## config.mk

```make
export PLATFORM = sky130hd
export DESIGN_NAME = sse_exec
export DESIGN_NICKNAME = d
export VERILOG_FILES = /design/src/sse_pkg.sv /design/src/sse_exec.sv
export SDC_FILE = /design/constraint.sdc
export NUM_CORES = 1
export LEC_CHECK = 0
export ABC_AREA = 1
export BUFFER_PORTS_ARGS = -buffer_cell sky130_fd_sc_hd__buf_2
export CORE_ASPECT_RATIO = 0.9
export CORE_UTILIZATION = 36
export DETAILED_ROUTE_END_ITERATION = 7
export GPL_TIMING_DRIVEN = 1
export SLEW_MARGIN = 20
export SYNTH_ARGS = -nofsm -noshare
export SYNTH_HDL_FRONTEND = slang
export SYNTH_SLANG_ARGS = --single-unit
```

## constraint.sdc

```tcl
create_clock -name clk_sys -period 1.9 [get_ports clk_sys]
set_clock_uncertainty 0.2 [all_clocks]
set_input_delay 0.095 -clock clk_sys [delete_from_list [all_inputs] [get_ports clk_sys]]
set_output_delay 0.095 -clock clk_sys [all_outputs]
set_load 0.005 [all_outputs]
```

## src/sse_pkg.sv

```systemverilog
// Shared types and constants for the skip and subtract execution block.
package sse_pkg;

    localparam int DATA_W = 8;
    localparam int ADDR_W = 8;
    localparam int BIT_W = 3;

    localparam logic [DATA_W-1:0] ACC_RESET = 8'h00;
    localparam logic [DATA_W-1:0] INC_STEP = 8'h01;
    localparam logic [DATA_W-1:0] ZERO_BYTE = 8'h00;
    localparam logic [ADDR_W-1:0] ADDR_RESET = 8'h00;
    localparam int SIGN_BIT = 7;
    localparam int NIBBLE_TOP = 3;

    // Cycles a taken skip occupies, the skip itself plus the dummy slot.
    localparam int SKIP_CYCLES = 2;

    typedef enum logic [2:0] {
        SSE_OP_NOP,
        SSE_OP_INCREMENT_SKIP_ZERO,
        SSE_OP_INCREMENT_SKIP_ZERO_TO_ACC,
        SSE_OP_BIT_TEST_SKIP_NONZERO,
        SSE_OP_SUBTRACT_FROM_ACC,
        SSE_OP_SUBTRACT_INTO_MEMORY,
        SSE_OP_SUBTRACT_IMMEDIATE,
        SSE_OP_LOAD_ACC
    } sse_op_t;

    typedef struct packed {
        logic overflow_flag;
        logic zero_flag;
        logic aux_carry_flag;
        logic carry_flag;
    } sse_flags_t;

    localparam sse_flags_t FLAGS_RESET = '{1'b0, 1'b0, 1'b0, 1'b0};

    typedef struct packed {
        logic valid;
        sse_op_t op;
        logic [ADDR_W-1:0] addr;
        logic [BIT_W-1:0] bit_sel;
        logic [DATA_W-1:0] mem_data;
        logic [DATA_W-1:0] imm;
    } sse_req_t;

    typedef struct packed {
        logic we;
        logic [ADDR_W-1:0] addr;
        logic [DATA_W-1:0] data;
    } sse_wr_t;

    localparam sse_wr_t WR_RESET = '{1'b0, ADDR_RESET, ZERO_BYTE};

    typedef struct packed {
        logic [DATA_W-1:0] diff;
        sse_flags_t flags;
    } sse_sub_t;

endpackage : sse_pkg

```

## src/sse_exec.sv

```systemverilog
// Execution unit for increment-skip, bit-test-skip and subtract instructions.
`timescale 1ns/1ps
`default_nettype none

// Notes on behaviour
// - Increment-skip writes memory byte plus one back; skips when new byte is zero.
// - Increment-skip-to-accumulator loads byte plus one into accumulator; skips on zero.
// - Increment-skip-to-accumulator never writes data memory.
// - Bit-test-skip skips when selected bit is one; memory and flags untouched.
// - Taken skip turns the following instruction into a dummy slot: two cycles.
// - Untaken skip lets the following instruction execute normally.
// - Subtract from accumulator stores difference in accumulator, updates all four flags.
// - Subtract into memory writes difference to the addressed byte, updates all flags.
// - Subtract immediate takes the instruction constant from accumulator, updates flags.
// - Carry is cleared on borrow and set when difference is zero or positive.
module sse_exec (
    input wire logic clk_sys,
    input wire logic rst_n,
    input wire logic clk_en,
    input wire sse_pkg::sse_req_t req,
    output logic [sse_pkg::DATA_W-1:0] accumulator,
    output sse_pkg::sse_flags_t flags,
    output sse_pkg::sse_wr_t mem_wr,
    output logic retired,
    output logic skip_taken,
    output logic dummy_slot
);

    // A request is taken at an enabled rising edge while the unit is in run, and every result
    // shows one edge later. The write strobe, retired, skip and dummy flags last one enabled
    // edge; with the clock enable low they stand frozen together with the rest of the state.
    // The memory operand must arrive with the request, since the unit keeps no copy of memory.

    typedef enum logic {
        SSE_ST_RUN,
        SSE_ST_DUMMY
    } sse_state_t;

    // All state lives in one register, so reset and clock enable treat it as a unit.
    typedef struct packed {
        sse_state_t state;
        logic [sse_pkg::DATA_W-1:0] accumulator;
        sse_pkg::sse_flags_t flags;
        sse_pkg::sse_wr_t mem_wr;
        logic retired;
        logic skip_taken;
        logic dummy_slot;
    } sse_regs_t;

    localparam sse_regs_t REGS_RESET = '{
        SSE_ST_RUN,
        sse_pkg::ACC_RESET,
        sse_pkg::FLAGS_RESET,
        sse_pkg::WR_RESET,
        1'b0,
        1'b0,
        1'b0
    };

    // Strobes last one enabled edge, so each step starts with all of them low.
    function automatic sse_regs_t sse_clear_pulses(
        input sse_regs_t regs
    );
        sse_regs_t cleared;
        cleared = regs;
        cleared.mem_wr.we = 1'b0;
        cleared.retired = 1'b0;
        cleared.skip_taken = 1'b0;
        cleared.dummy_slot = 1'b0;
        return cleared;
    endfunction : sse_clear_pulses

    // The carry out is dropped on purpose: an all-ones byte wraps to zero, which is exactly
    // the case that makes the increment skips fire.
    function automatic logic [sse_pkg::DATA_W-1:0] sse_increment(
        input logic [sse_pkg::DATA_W-1:0] value
    );
        logic [sse_pkg::DATA_W:0] sum;
        sum = {1'b0, value} + {1'b0, sse_pkg::INC_STEP};
        return sum[sse_pkg::DATA_W-1:0];
    endfunction : sse_increment

    // Zero test shared by the increment skips and the zero flag.
    function automatic logic sse_is_zero(
        input logic [sse_pkg::DATA_W-1:0] value
    );
        return value == sse_pkg::ZERO_BYTE;
    endfunction : sse_is_zero

    // The select is three bits wide, so it can never point past the byte.
    function automatic logic sse_bit_of(
        input logic [sse_pkg::DATA_W-1:0] value,
        input logic [sse_pkg::BIT_W-1:0] sel
    );
        return value[sel];
    endfunction : sse_bit_of

    // Signed overflow of a minus b: opposite operand signs and a result that left a's sign.
    function automatic logic sse_overflow(
        input logic [sse_pkg::DATA_W-1:0] a,
        input logic [sse_pkg::DATA_W-1:0] b,
        input logic [sse_pkg::DATA_W-1:0] diff
    );
        logic signs_differ;
        logic sign_flipped;
        signs_differ = a[sse_pkg::SIGN_BIT] != b[sse_pkg::SIGN_BIT];
        sign_flipped = diff[sse_pkg::SIGN_BIT] != a[sse_pkg::SIGN_BIT];
        return signs_differ && sign_flipped;
    endfunction : sse_overflow

    // The immediate form is the only one whose subtrahend does not come from memory.
    function automatic logic [sse_pkg::DATA_W-1:0] sse_subtrahend(
        input sse_pkg::sse_req_t q
    );
        logic [sse_pkg::DATA_W-1:0] operand;
        if (q.op == sse_pkg::SSE_OP_SUBTRACT_IMMEDIATE) begin
            operand = q.imm;
        end else begin
            operand = q.mem_data;
        end
        return operand;
    endfunction : sse_subtrahend

    // Skip condition per opcode; every opcode outside the three skips never skips.
    function automatic logic sse_skip_condition(
        input sse_pkg::sse_op_t op,
        input logic [sse_pkg::DATA_W-1:0] mem_data,
        input logic [sse_pkg::BIT_W-1:0] sel
    );
        logic hit;
        hit = 1'b0;
        case (op)
            sse_pkg::SSE_OP_INCREMENT_SKIP_ZERO: begin
                hit = sse_is_zero(sse_increment(mem_data));
            end
            sse_pkg::SSE_OP_INCREMENT_SKIP_ZERO_TO_ACC: begin
                hit = sse_is_zero(sse_increment(mem_data));
            end
            sse_pkg::SSE_OP_BIT_TEST_SKIP_NONZERO: begin
                hit = sse_bit_of(mem_data, sel);
            end
            default: begin
                hit = 1'b0;
            end
        endcase
        return hit;
    endfunction : sse_skip_condition

    // Only these three opcodes own the flags; everything else leaves them alone.
    function automatic logic sse_is_subtract_op(
        input sse_pkg::sse_op_t op
    );
        logic hit;
        hit = 1'b0;
        case (op)
            sse_pkg::SSE_OP_SUBTRACT_FROM_ACC: begin
                hit = 1'b1;
            end
            sse_pkg::SSE_OP_SUBTRACT_INTO_MEMORY: begin
                hit = 1'b1;
            end
            sse_pkg::SSE_OP_SUBTRACT_IMMEDIATE: begin
                hit = 1'b1;
            end
            default: begin
                hit = 1'b0;
            end
        endcase
        return hit;
    endfunction : sse_is_subtract_op

    // Increment-skip and subtract-into-memory are the only opcodes that write memory.
    function automatic logic sse_writes_memory(
        input sse_pkg::sse_op_t op
    );
        logic hit;
        hit = 1'b0;
        case (op)
            sse_pkg::SSE_OP_INCREMENT_SKIP_ZERO: begin
                hit = 1'b1;
            end
            sse_pkg::SSE_OP_SUBTRACT_INTO_MEMORY: begin
                hit = 1'b1;
            end
            default: begin
                hit = 1'b0;
            end
        endcase
        return hit;
    endfunction : sse_writes_memory

    // A met skip parks the unit in the dummy slot for exactly one enabled edge.
    function automatic sse_state_t sse_next_state(
        input logic skip
    );
        sse_state_t state;
        if (skip) begin
            state = SSE_ST_DUMMY;
        end else begin
            state = SSE_ST_RUN;
        end
        return state;
    endfunction : sse_next_state

    // Minuend a, subtrahend b; the same arithmetic serves all three subtract forms.
    function automatic sse_pkg::sse_sub_t sse_subtract(
        input logic [sse_pkg::DATA_W-1:0] a,
        input logic [sse_pkg::DATA_W-1:0] b
    );
        sse_pkg::sse_sub_t r;
        logic [sse_pkg::DATA_W:0] wide;
        logic [sse_pkg::NIBBLE_TOP+1:0] low;
        wide = {1'b0, a} - {1'b0, b};
        low = {1'b0, a[sse_pkg::NIBBLE_TOP:0]} - {1'b0, b[sse_pkg::NIBBLE_TOP:0]};
        r.diff = wide[sse_pkg::DATA_W-1:0];
        // A borrow out of the top shows as the extra bit; carry is its inverse.
        r.flags.carry_flag = ~wide[sse_pkg::DATA_W];
        r.flags.aux_carry_flag = ~low[sse_pkg::NIBBLE_TOP+1];
        r.flags.zero_flag = sse_is_zero(r.diff);
        r.flags.overflow_flag = sse_overflow(a, b, r.diff);
        return r;
    endfunction : sse_subtract

    sse_regs_t cur;
    sse_regs_t next_cur;

    always_comb begin
        logic [sse_pkg::DATA_W-1:0] incremented;
        logic skip_cond;
        sse_pkg::sse_sub_t sub_res;
        incremented = sse_increment(req.mem_data);
        skip_cond = sse_skip_condition(req.op, req.mem_data, req.bit_sel);
        sub_res = sse_subtract(cur.accumulator, sse_subtrahend(req));

        next_cur = sse_clear_pulses(cur);

        case (cur.state)
            SSE_ST_DUMMY: begin
                // The fetched successor is dropped unexecuted in this slot.
                next_cur.dummy_slot = 1'b1;
                next_cur.state = SSE_ST_RUN;
            end
            default: begin
                if (req.valid) begin
                    next_cur.retired = 1'b1;
                    case (req.op)
                        sse_pkg::SSE_OP_INCREMENT_SKIP_ZERO: begin
                            next_cur.mem_wr.addr = req.addr;
                            next_cur.mem_wr.data = incremented;
                        end
                        sse_pkg::SSE_OP_INCREMENT_SKIP_ZERO_TO_ACC: begin
                            // Memory write stays low here.
                            next_cur.accumulator = incremented;
                        end
                        sse_pkg::SSE_OP_SUBTRACT_FROM_ACC: begin
                            next_cur.accumulator = sub_res.diff;
                        end
                        sse_pkg::SSE_OP_SUBTRACT_INTO_MEMORY: begin
                            next_cur.mem_wr.addr = req.addr;
                            next_cur.mem_wr.data = sub_res.diff;
                        end
                        sse_pkg::SSE_OP_SUBTRACT_IMMEDIATE: begin
                            next_cur.accumulator = sub_res.diff;
                        end
                        sse_pkg::SSE_OP_LOAD_ACC: begin
                            next_cur.accumulator = req.imm;
                        end
                        default: begin
                            // No operation and bit test change no register here.
                            next_cur.accumulator = cur.accumulator;
                        end
                    endcase
                    next_cur.mem_wr.we = sse_writes_memory(req.op);
                    next_cur.skip_taken = skip_cond;
                    // Only the three subtracts touch the flags.
                    if (sse_is_subtract_op(req.op)) begin
                        next_cur.flags = sub_res.flags;
                    end
                    // An untaken skip leaves the state in run, so the next one executes.
                    next_cur.state = sse_next_state(next_cur.skip_taken);
                end
            end
        endcase
    end

    // Clock enable low freezes every flop, including the one-cycle pulses.
    always_ff @(posedge clk_sys or negedge rst_n) begin
        if (!rst_n) begin
            cur <= REGS_RESET;
        end else if (clk_en) begin
            cur <= next_cur;
        end
    end

    assign accumulator = cur.accumulator;
    assign flags = cur.flags;
    assign mem_wr = cur.mem_wr;
    assign retired = cur.retired;
    assign skip_taken = cur.skip_taken;
    assign dummy_slot = cur.dummy_slot;

endmodule : sse_exec

`default_nettype wire

```

## Word-level counts from Yosys, hierarchy flattened

Cells that the tools add are included.

| storage, ports and cells | value |
|---|---|
| flip-flop bits (word level) | 33 |
| input port bits | 34 |
| logic and storage cells | 56 |

| operators by class | value |
|---|---|
| add/subtract/negate cells | 3 |
| magnitude comparators | 1 |
| eq/ne operators | 9 |
| multiplexer cells | 16 |
| bitwise logic cells | 3 |
| reductions and logical operators | 12 |

Operator list:

| cell | count |
|---|---|
| 2-to-1 mux 32 bit | 1 |
| one-hot mux 16 bit (2 select lines) | 1 |
| one-hot mux 8 bit (3 select lines) | 1 |
| 2-to-1 mux 19 bit | 1 |
| zero test 8 bit | 2 |
| equality test 3 bit (second input constant) | 4 |
| AND reduction 4 bit | 3 |
| subtractor 8 x 8 -> 9 bit | 1 |
| adder 8 x 1 -> 8 bit (second input constant) | 1 |
| 2-to-1 mux 1 bit | 8 |
| 2-to-1 mux 8 bit | 1 |
| equality test 3 x 2 -> 1 bit (second input constant) | 2 |
| OR reduction 2 bit | 3 |
| subtractor 4 x 4 -> 5 bit | 1 |
| < comparator 3 x 4 -> 1 bit (second input constant) | 1 |
| 2-to-1 mux 4 bit | 1 |
| binary-select mux 1 bit (select 3 bit) | 1 |
| equality test 3 x 1 -> 1 bit (second input constant) | 1 |
| NOT 1 bit | 3 |
| nonzero test 3 bit | 1 |
| OR reduction 3 bit | 1 |
| != test 1 bit | 2 |
| one-hot mux 1 bit (2 select lines) | 1 |
| nonzero test 2 bit | 1 |
| logical AND 1 bit | 1 |

## Logic depth before layout (Yosys ltp)

Gate-level depths: netlist of run 1.

| depth | value |
|---|---|
| depth after elaboration | 8 |
| mapped depth | 17 |
| mapped depth without buffers | 16 |

## Worst setup path before layout of run 1

No wires, ideal clock.

| path | value |
|---|---|
| path type | input to register |
| start | input req[29] in the netlist's numbering |
| end | register cur, in the netlist flags[2] |
| library setup time | 117 ps |
| data arrival time | 2026 ps |
| data required time | 1583 ps |
| path slack | -443 ps |
| cell stages on the path | 17 |
| path buffers | 2 |
| path through | buf_2 > nand3_1 > buf_2 > nand2_1 > o21ai_0 > ha_1 > fa_1 > inv_1 > nand3_1 > nand2_1 > nand2_1 > nand2_1 > inv_1 > nand2_1 > nand2_1 > nand3_1 > nand2_1 |

| on the way | value |
|---|---|
| word-level cells in the longest chain between the ends | 6 |
| elaborated cells on any way between the ends | 11 |
| classes of those cells | 1 x add/sub; 3 x eq/ne; 4 x mux; 3 x reduce/logical |

Ends and longest elaborated chain:

| item | line | text |
|---|---|---|
| start: declaration | sse_exec.sv:20 | `input wire sse_pkg::sse_req_t req,` |
| parallel branches: the longest is 6 deep, another holds subtractor 8 x 8 -> 9 bit | - |  |
| end signal: assignment | sse_exec.sv:291 | `cur <= next_cur;` |
| end: declaration | sse_exec.sv:224 | `sse_regs_t cur;` |

Several ways; the timed one is not identified. The select of a mux whose other input is x is not followed.
A chain may end at the register's enable or synchronous reset.

## Worst setup path in the final report of run 1

| path | value |
|---|---|
| start | input req[27] in the netlist's numbering |
| end | register cur, in the netlist mem_wr[7] |

| on the way | value |
|---|---|
| word-level cells in the longest chain between the ends | 4 |
| elaborated cells on any way between the ends | 8 |
| classes of those cells | 1 x add/sub; 3 x eq/ne; 2 x mux; 2 x reduce/logical |

Ends and longest elaborated chain:

| item | line | text |
|---|---|---|
| equality test 3 bit | sse_exec.sv:116 | `if (q.op == sse_pkg::SSE_OP_SUBTRACT_IMMEDIATE) begin` |
| 2-to-1 mux 8 bit | sse_exec.sv:116 |  |
| subtractor 8 x 8 -> 9 bit | sse_exec.sv:213 | `wide = {1'b0, a} - {1'b0, b};` |
| one-hot mux 16 bit (2 select lines) | sse_exec.sv:246 | `case (req.op)` |

Several ways; a longest one is shown, not always the timed one. The select of a mux whose other input is x is not followed.

==> qor.txt, run 1 <==
status - complete, but fails checks
failing checks - setup timing
WL met3 - 363 um
critical path buffer and inverter count - 4
Hold WC Path Type - primary input to register
WP data required - 1.89 ns
Post-DP Area - 2960 um^2
max frequency - 0.486 GHz
crit end category - register
Cells after DPL - 516
share of Yosys cell area claimed by the top area cell type - 0.350
Slowest cell on crit path - ha_1
leakage power - 1.90 nW
Area Growth Syn to Fin - 56.8%
met2 WL - 3.68 mm
worst hold slack - 0.0454 ns
kind of critical path - primary input to register
layout cells sized above 1 - 0.405
Post-DRT Antenna Nets - 0
Core ar. - 6110 um^2
Setup WS post-layout - -0.156 ns
PwrDens - 887 nW/um^2
I/O pin total - 66
ratio of final minimum period to clock period - 1.08
flops & latches, synth - 32
first-pass GRT wire length - 11.5 mm
relative slew slack - 0.515
vias - 2746
full die area - 6670 um^2
CP Cell Sequence - buf_2 > clkinvlp_4 > nand3_4 > buf_6 > buf_6 > nand2_2 > o21ai_2 > ha_1 > nand2_2 > nor2_1 > nor2_1 > nand3_1 > nand2_1 > nand2_1 > nand2_1 > nand2_1
DRT Wirelength - 7.68 mm
# nets final - 508
max incr delay on CP - 0.34 ns
crit start category - primary input
Seq/Total Area, Yosys - 0.350
Max Used Layer - met4
Sink Count - 32
CTS buffer count - 5
Crit path arrival time - 2.04 ns
Final Slew Violations - 0
drt wl/cell - 13.9 um
largest net degree at the start of global routing - 33
cells after synthesis - 338
Initial DRC Count - 148
CTS tree - built
Overflow after GRT - 0
most frequent cells in the layout - nand2_1 (94), buf_2 (65), buf_4 (40)
CTS Root Cell - clkbuf_8
Mapped Area - 2290 um^2
DR pass1 iterations - 5
Overall Global Routing Usage - 0.222
die width - 86.0 um
# DRC - 0
RSZ-0062 raised after global routing - yes
design area - 3580 um^2
H-Tree Depth - 2
CP max FO - 5
Antenna Diode Count - 0
Setup TNS - -0.622 ns
Synth cell types - 31
most common cell after layout, fill and taps aside - nand2_1
Hold Vio Cnt, Final - 0
Placer Congestion - 0.948
Period minus WS final - 2.06 ns
VDD IR max - 0.314 mV
synthesized net count - 383
vias in the first global route - 2494
Top delay family on crit path - simple AND/OR/NAND/NOR gates
Via density - 4.98
clock buffer depth - 2
die height - 77.6 um
Max Cap Viol - 0
Ys Warns - 0
Critical Path Most Common Cell - nand2_1
# setup viols final - 7
Non-Filler Instances - 551
initial antenna violation count - 0
synth top area cells - dfrtp_1 (35%), nand2_1 (19%), nand3_1 (7.0%)
Util after Layout - 0.586
clock-pin slew on the worst setup and hold paths - 0.07 ns
Mean Syn Cell Area - 6.76 um^2
Skew-Pair Late Insertion Delay - 0.29 ns
PortBufs - 65
Rows - 27
hpwl dp - 5.21 mm
Least-Margin Pin Slew - 0.727 ns
Yosys top cell by area - dfrtp_1
starting density of the core - 0.374
Met1 Wirelength - 3.44 mm
layer usage:
metal,vias up,GRT usage
li1,1352,-
met1,1280,0.300
met2,98,0.352
met3,16,0.0298
met4,0,0.102
met5,-,0
through the flow:
step | setup WS [ns] | total power (W)
floorplan | -0.0745 | 0.00159
global placement | -0.278 | 0.00212
detailed placement | -0.310 | 0.00214
CTS | -0.0805 | 0.00278
global route | -0.310 | 0.00338
finish | -0.156 | 0.00318
Yosys cell counts:
library cell	number
a21o_1	1
a21oi_1	21
a21oi_2	2
a31oi_1	4
buf_2	5
buf_4	1
buf_6	1
dfrtp_1	32
fa_1	1
ha_1	10
inv_1	40
inv_2	5
nand2_1	114
nand2_2	2
nand2_4	3
nand3_1	32
nand3_2	1
nand3b_1	2
nand4_1	4
nor2_1	22
nor2_4	1
nor3_1	1
o211ai_1	2
o21a_1	1
o21ai_0	22
o21ai_1	1
o22a_1	1
o22ai_1	2
o311ai_0	1
or2_2	2
xnor2_1	1
worst register-to-register path: stages, from the launching register on:
cell and delay (ns):
dfrtp_1 0.36, inv_2 0.06, ha_4 0.16, fa_2 0.35, inv_2 0.10, nand3_4 0.09, nand2_4 0.10, nand2_2 0.07
nand2_2 0.08, nand3_1 0.09, nor2_1 0.12, nand3_1 0.08, nand2_1 0.06
worst paths after layout:
check,endpoint,slack (ns),from,cells past startpoint
setup / recovery,mem_wr[7],-0.16,req[27],16
hold / removal,accumulator[7],0.05,req[7],5
setup reg to reg,flags[2],-0.08,accumulator[0],12
hold reg to reg,mem_wr[1],0.27,mem_wr[1],2
max in group asynchronous,mem_wr[1],0.84,rst_n,2
min in group asynchronous,flags[1],0.19,rst_n,2
timing repair:
action	CTS	global route
endpoints found under the hold margin	47	0
pin swaps	7	33
cloned	0	1
hold buffers	14	0
gates resized for setup	8	66
buffers inserted	2	11
endpoints found under the setup margin	5	12
kinds of logic (layout without fill, tap and decap cells):
group	Yosys count	after routing	share of synthesized area
compound gates	58	58	0.141
flops	32	32	0.350
fa+ha+maj	11	11	0.0635
xor+xnor	1	1	0.00383
buf+inv	52	177	0.0930
simple gates	184	185	0.348
power by group:
part / total (W) / internal (W) / switching [W]
clock network: 0.000576 / 0.000295 / 0.000281
logic: 0.00167 / 0.000799 / 0.000870
registers: 0.000935 / 0.000829 / 0.000106
total: 0.00318 / 0.00192 / 0.00126
sequential cells by signal, indices dropped and copies added (netlist names):
name and cells:
retired 1, accumulator 8, cur 1, mem_wr 17
flags 4, dummy_slot 1
cell type report:
type | instances | area [um^2]
Tap cell | 87 | 109
Multi-Input combinational cell | 255 | 1580
Timing Repair Buffer | 124 | 822
Clock inverter | 1 | 7.51
Fill cell | 589 | 2530
Clock buffer | 7 | 86.3
Inverter | 45 | 175
Sequential cell | 32 | 801
Power figures use the tool's default switching activity.
==> run 2: changes to the inputs <==
--- a/config.mk
+++ b/config.mk
@@ -7,7 +7,7 @@
 export LEC_CHECK = 0
 export ABC_AREA = 1
 export BUFFER_PORTS_ARGS = -buffer_cell sky130_fd_sc_hd__buf_2
-export CORE_ASPECT_RATIO = 0.9
+export CORE_ASPECT_RATIO = 1.25
 export CORE_UTILIZATION = 36
 export DETAILED_ROUTE_END_ITERATION = 7
 export GPL_TIMING_DRIVEN = 1
==> run 2 against run 1 <==
  * The flow still finishes with violations (setup timing)
  * Sequential share of layout area up 0.63 points
  * Maximum frequency grew 5.9%
  * Design area shrank 2.8%
  * Combinational power shrank 9%
  * Via count shrank 2.5%
  * Global-route usage shrank 0.43 points
  * Critical path depth decreased by 3
  * Hold slack got worse by 0.0084 ns
  * Clock power rose by 11%
  * Non-clock buffer count shrank 2
  * Register-to-register slack better by 0.04 ns
  * Power is 2.9% lower
==> qor.txt, run 2 (synthesized netlist as in run 1, its figures left out) <==
Core ar. - 6170 um^2 (+0.84%)
Skew-Pair Late Insertion Delay - 0.29 ns (about the same)
die height - 91.1 um (+17%)
Max Used Layer - met4
Post-DRT Antenna Nets - 0 (unchanged)
WP data required - 1.92 ns (+0.03 ns)
PortBufs - 65 (unchanged)
Placer Congestion - 0.953 (+0.55%)
full die area - 6670 um^2 (about the same)
Worst Setup SP - accumulator[0]
WHS Endpoint - accumulator[6]
CTS tree - built
crit end category - register
Setup WS pre-CTS - -0.268 ns (+0.0425 ns)
kind of critical path - register to register
WL met3 - 313 um (-14%)
Antenna Diode Count - 0 (unchanged)
vias in the first global route - 2500 (+0.24%)
largest net degree at the start of global routing - 33 (unchanged)
PwrDens - 886 nW/um^2 (about the same)
RSZ-0062 raised after global routing - yes
relative slew slack - 0.534 (+0.0188)
Setup WS post-layout - -0.0407 ns (+0.115 ns)
Via density - 4.89 (-1.8%)
VDD IR max - 0.318 mV (+1.5%)
Initial DRC Count - 144 (-2.7%)
Hold Path Depth - 5 (unchanged)
most frequent cells in the layout - nand2_1 (99), buf_2 (64), buf_4 (39)
Hold Vio Cnt, Final - 0 (unchanged)
layout cells sized above 1 - 0.374 (-0.0307)
R2R cell count - 13 (+1)
Overflow after GRT - 0 (unchanged)
Overall Global Routing Usage - 0.218 (-0.00427)
H-Tree Depth - 2 (unchanged)
leakage power - 1.89 nW (-0.72%)
first-pass GRT wire length - 11.3 mm (-1.7%)
crit start category - register
die width - 73.3 um (-15%)
clock-pin slew on the worst setup and hold paths - 0.07 ns (about the same)
met2 WL - 3.77 mm (+2.5%)
Rows - 32 (+19%)
Setup TNS - -0.0948 ns (+0.527 ns)
Crit Reg-Reg Endpoint - mem_wr[6]
# setup viols final - 3 (-4)
clock buffer depth - 2 (unchanged)
ratio of final minimum period to clock period - 1.02 (-0.0606)
Crit path arrival time - 1.97 ns (-0.07 ns)
Period minus WS final - 1.94 ns (-0.115 ns)
CP max FO - 3 (-2)
Reg-to-Reg Start - accumulator[0]
HP Start - req[6]
Met1 Wirelength - 3.09 mm (-10%)
status - complete, but fails checks
Sink Count - 32 (unchanged)
hpwl dp - 5.35 mm (+2.7%)
Final Power - 0.00309 W (-2.9%)
initial antenna violation count - 0 (unchanged)
Least-Margin Pin Slew - 0.699 ns (-0.0282 ns)
Area Growth Syn to Fin - 52.4%
DR pass1 iterations - 4 (-1)
DRT Wirelength - 7.31 mm (-4.8%)
Hold WC Path Type - primary input to register
most common cell after layout, fill and taps aside - nand2_1
Max Cap Viol - 0 (unchanged)
vias - 2676 (-2.5%)
r2r setup slk - -0.04 ns (+0.04 ns)
Final Slew Violations - 0 (unchanged)
I/O pin total - 66 (unchanged)
failing checks - setup timing
max frequency - 0.515 GHz (+5.9%)
CTS Root Cell - clkbuf_8
starting density of the core - 0.371 (-0.00311)
# DRC - 0 (unchanged)
CTS buffer count - 5 (unchanged)
drt wl/cell - 13.4 um (-4.1%)
max FFs per register - 17 (unchanged)
# nets final - 506 (-0.39%)
-- run 2: changes by cell type in the layout (fill, tap and decap cells not counted), moves of 2 or more --
cell	before	now
a21oi_4	2	0
nand3_2	5	8
nor2_2	1	3
ha_1	5	7
o21ai_2	5	2
ha_4	5	3
o21ai_0	12	15
inv_1	34	36
nor2_1	21	19
nand3_4	5	3
nand2_1	94	99
nand2_2	17	13
a21oi_1	15	18
-- run 2: through the flow --
stage	area (um^2)	hold WS, ns	utilization	cells
3_5_place_dp	2990	-0.0105	0.485	518
2_1_floorplan	2340	-0.401	-	338
5_1_grt	3480	0.0799	0.565	547
3_3_place_gp	2990	-0.0144	0.485	518
4_1_cts	3260	0.0375	0.529	542
6_report	3480	0.0370	0.565	547
-- run 2: worst max-delay path by stage --
stage,endpoint,slack (ns),cells after the start
after floorplan,flags[2],-0.07,15
after global placement,flags[2],-0.25,15
after detailed placement,flags[2],-0.27,15
after CTS,flags[2],-0.05,11
after global routing,mem_wr[6],-0.22,13
final,mem_wr[6],-0.04,13
-- run 2: cell type report --
type / count / area (um^2)
clock inverters: 2 / 35.0
repair buffers: 122 / 810
fillers: 622 / 2680
multi-input cells: 255 / 1490
inverters: 45 / 173
clock buffers: 6 / 72.6
well taps: 85 / 106
flip-flops and latches: 32 / 801
-- run 2: timing repair --
| action | 4_1_cts | 5_1_grt |
|---|---|---|
| pin swaps | 3 | 31 |
| setup buffers | 2 | 4 |
| endpoints found under the setup margin | 3 | 13 |
| resized for setup | 3 | 50 |
| hold buffers | 14 | 0 |
| cloned | 0 | 1 |
| endpoints found under the hold margin | 47 | 0 |
-- run 2: worst max-delay path, cell delays in order, from the launching register on --
cell and delay (ns):
dfrtp_1 0.35, inv_2 0.06, ha_4 0.15, fa_2 0.36
inv_2 0.09, nand3_4 0.09, nand2_4 0.09, nand2_2 0.07
nand2_4 0.08, buf_4 0.10, nand2_1 0.04, nand3_1 0.07
nand3_1 0.07, nand2_1 0.06
-- run 2: metal layers --
| metal | vias to the layer above | track usage |
|---|---|---|
| met5 | - | 0 |
| met4 | 0 | 0.0719 |
| met3 | 14 | 0.0311 |
| met2 | 84 | 0.376 |
| met1 | 1234 | 0.273 |
| li1 | 1344 | - |
-- run 2: report_power, final --
| part | switching, W | leakage, nW | internal, W |
|---|---|---|---|
| logic | 0.000802 | 1.44 | 0.000723 |
| clock network | 0.000253 | 0.0552 | 0.000389 |
| registers | 0.0000923 | 0.392 | 0.000830 |
==> run 3: changes to the inputs <==
--- a/config.mk
+++ b/config.mk
@@ -11,6 +11,7 @@
 export CORE_UTILIZATION = 36
 export DETAILED_ROUTE_END_ITERATION = 7
 export GPL_TIMING_DRIVEN = 1
+export MAX_ROUTING_LAYER = met4
 export SLEW_MARGIN = 20
 export SYNTH_ARGS = -nofsm -noshare
 export SYNTH_HDL_FRONTEND = slang
==> run 3 against run 2 <==
  * The flow still finishes with violations (setup timing)
  * Worst setup slack improved by 0.0029 ns
  * Non-clock buffer count is 2 lower
  * Register-to-register slack is essentially flat
  * Critical path depth unchanged
  * Critical endpoint unchanged
  * Largest power group unchanged
==> qor.txt, run 3 (synthesized netlist as in run 1, its figures left out) <==
status - complete, but fails checks
failing checks - setup timing
Slowest cell on crit path - dfrtp_1
Antenna Diode Count - 0 (unchanged)
Worst Setup SP - accumulator[0]
# setup viols final - 3 (unchanged)
Post-DP Area - 2990 um^2 (unchanged)
# DRC - 0 (unchanged)
CTS Root Cell - clkbuf_8
WP data required - 1.87 ns (-0.05 ns)
layout cells sized above 1 - 0.374 (-0.000546)
die height - 91.1 um (unchanged)
PortBufs - 65 (unchanged)
Crit path arrival time - 1.91 ns (-0.06 ns)
Core ar. - 6170 um^2 (unchanged)
I/O pin total - 66 (unchanged)
vias in the first global route - 2450 (-2.0%)
DRT Wirelength - 7.32 mm (+0.15%)
Placer Congestion - 0.970 (+1.7%)
clock buffer depth - 2 (unchanged)
max incr delay on CP - 0.36 ns (about the same)
Util after Layout - 0.558 (-0.00751)
Max Cap Viol - 0 (unchanged)
initial antenna violation count - 0 (unchanged)
RSZ-0062 raised after global routing - yes
Period minus WS final - 1.94 ns (-0.00289 ns)
Post-DRT Antenna Nets - 0 (unchanged)
kind of critical path - register to register
H-Tree Depth - 2 (unchanged)
vias - 2644 (-1.2%)
full die area - 6670 um^2 (unchanged)
max frequency - 0.516 GHz (+0.15%)
Top delay family on crit path - simple AND/OR/NAND/NOR gates
leakage power - 1.87 nW (-0.75%)
DR pass1 iterations - 4 (unchanged)
CTS tree - built
die width - 73.3 um (unchanged)
Skew-Pair Late Insertion Delay - 0.28 ns (about the same)
hpwl dp - 5.40 mm (+0.94%)
max FFs per register - 17 (unchanged)
VDD IR max - 0.368 mV (+16%)
PwrDens - 896 nW/um^2 (+1.1%)
CP Cell Sequence - inv_2 > ha_4 > fa_2 > inv_2 > nand3_4 > nand2_4 > nand2_2 > nand2_4 > inv_2 > nand2_2 > nand3_2 > nand3_2 > nand2_1
CP max FO - 3 (unchanged)
most common cell after layout, fill and taps aside - nand2_1
largest net degree at the start of global routing - 33 (unchanged)
# nets final - 504 (-0.40%)
design area - 3440 um^2 (-1.3%)
Final Slew Violations - 0 (unchanged)
Via density - 4.85 (-0.83%)
Critical Path Most Common Cell - inv_2
HP Start - req[30]
starting density of the core - 0.371 (unchanged)
relative slew slack - 0.527 (-0.00672)
crit end category - register
Setup WS post-layout - -0.0378 ns (+0.00289 ns)
Initial DRC Count - 159 (+10%)
Rows - 32 (unchanged)
first-pass GRT wire length - 11.2 mm (-1.1%)
ratio of final minimum period to clock period - 1.02 (-0.00152)
Sink Count - 32 (unchanged)
Area Growth Syn to Fin - 50.4%
critical path buffer and inverter count - 3 (unchanged)
Overall Global Routing Usage - 0.226 (+0.00750)
drt wl/cell - 13.4 um (+0.52%)
Hold Vio Cnt, Final - 0 (unchanged)
Least-Margin Pin Slew - 0.709 ns (+0.0101 ns)
Final Power - 0.00308 W (-0.22%)
clock-pin slew on the worst setup and hold paths - 0.08 ns (about the same)
most frequent cells in the layout - nand2_1 (97), buf_2 (64), buf_4 (39)
CTS buffer count - 5 (unchanged)
Overflow after GRT - 0 (unchanged)
Reg-to-Reg Start - accumulator[0]
Hold WC Path Type - primary input to register
crit start category - register
==> run 3: cell types whose count changed in the layout (fill, tap and decap cells not counted), moves of 2 or more <==
| cell | change |
|---|---|
| nand2_2 | +3 |
| buf_6 | -2 |
| ha_1 | +2 |
| ha_4 | -2 |
| nand2_1 | -2 |
| nand3_2 | +2 |
==> run 3: worst paths after layout <==
check,slack (ns),end,cells after the start
max reg2reg,-0.04,mem_wr[6],13
min in group asynchronous,0.21,flags[1],2
max in group asynchronous,0.84,mem_wr[0],2
max,-0.04,mem_wr[6],13
min reg2reg,0.26,mem_wr[11],2
min,0.05,cur[32],5
==> run 3: power breakdown <==
group | switching [W] | internal [W]
Sequential | 0.0000871 | 0.000830
Combinational | 0.000804 | 0.000711
Clock | 0.000261 | 0.000389
Total | 0.00115 | 0.00193
==> run 3: stage by stage <==
step	setup TNS, ns	instances	setup slack (ns)	hold slack (ns)
floorplan	-0.151	338	-0.0745	-0.401
global placement	-2.40	518	-0.247	-0.0146
detailed placement	-3.03	518	-0.291	-0.00488
CTS	-0.111	542	-0.0903	0.0161
global route	-0.905	545	-0.179	0.0791
finish	-0.0738	545	-0.0378	0.0468
==> run 3: routing by layer <==
layer / GRT usage / wire [um]
met1: 0.277 / 3060
met2: 0.381 / 3740
met3: 0.0255 / 342
met4: 0.0703 / 174
met5: - / 0
==> run 3: final cells by class <==
cell class,instances,area [um^2]
timing repair buffer,120,787
clock inverter,2,35.0
sequential,32,801
multi-input combinational,255,1460
clock buffer,6,72.6
tap,85,106
fill,644,2730
inverter,45,173
==> run 3: worst reg2reg max path: cells and delay by family (launching register included) <==
family | cells | cell delay (ns)
buf+inv | 3 | 0.20
flops | 1 | 0.36
simple gates | 8 | 0.57
fa+ha+maj | 2 | 0.50
==> run 3: what timing repair did <==
action	4_1_cts	5_1_grt
endpoints found under the setup margin	3	15
buffers inserted	2	3
resized for setup	7	42
hold buffers	14	0
endpoints found under the hold margin	47	0
cloned	0	1
pin swaps	8	15
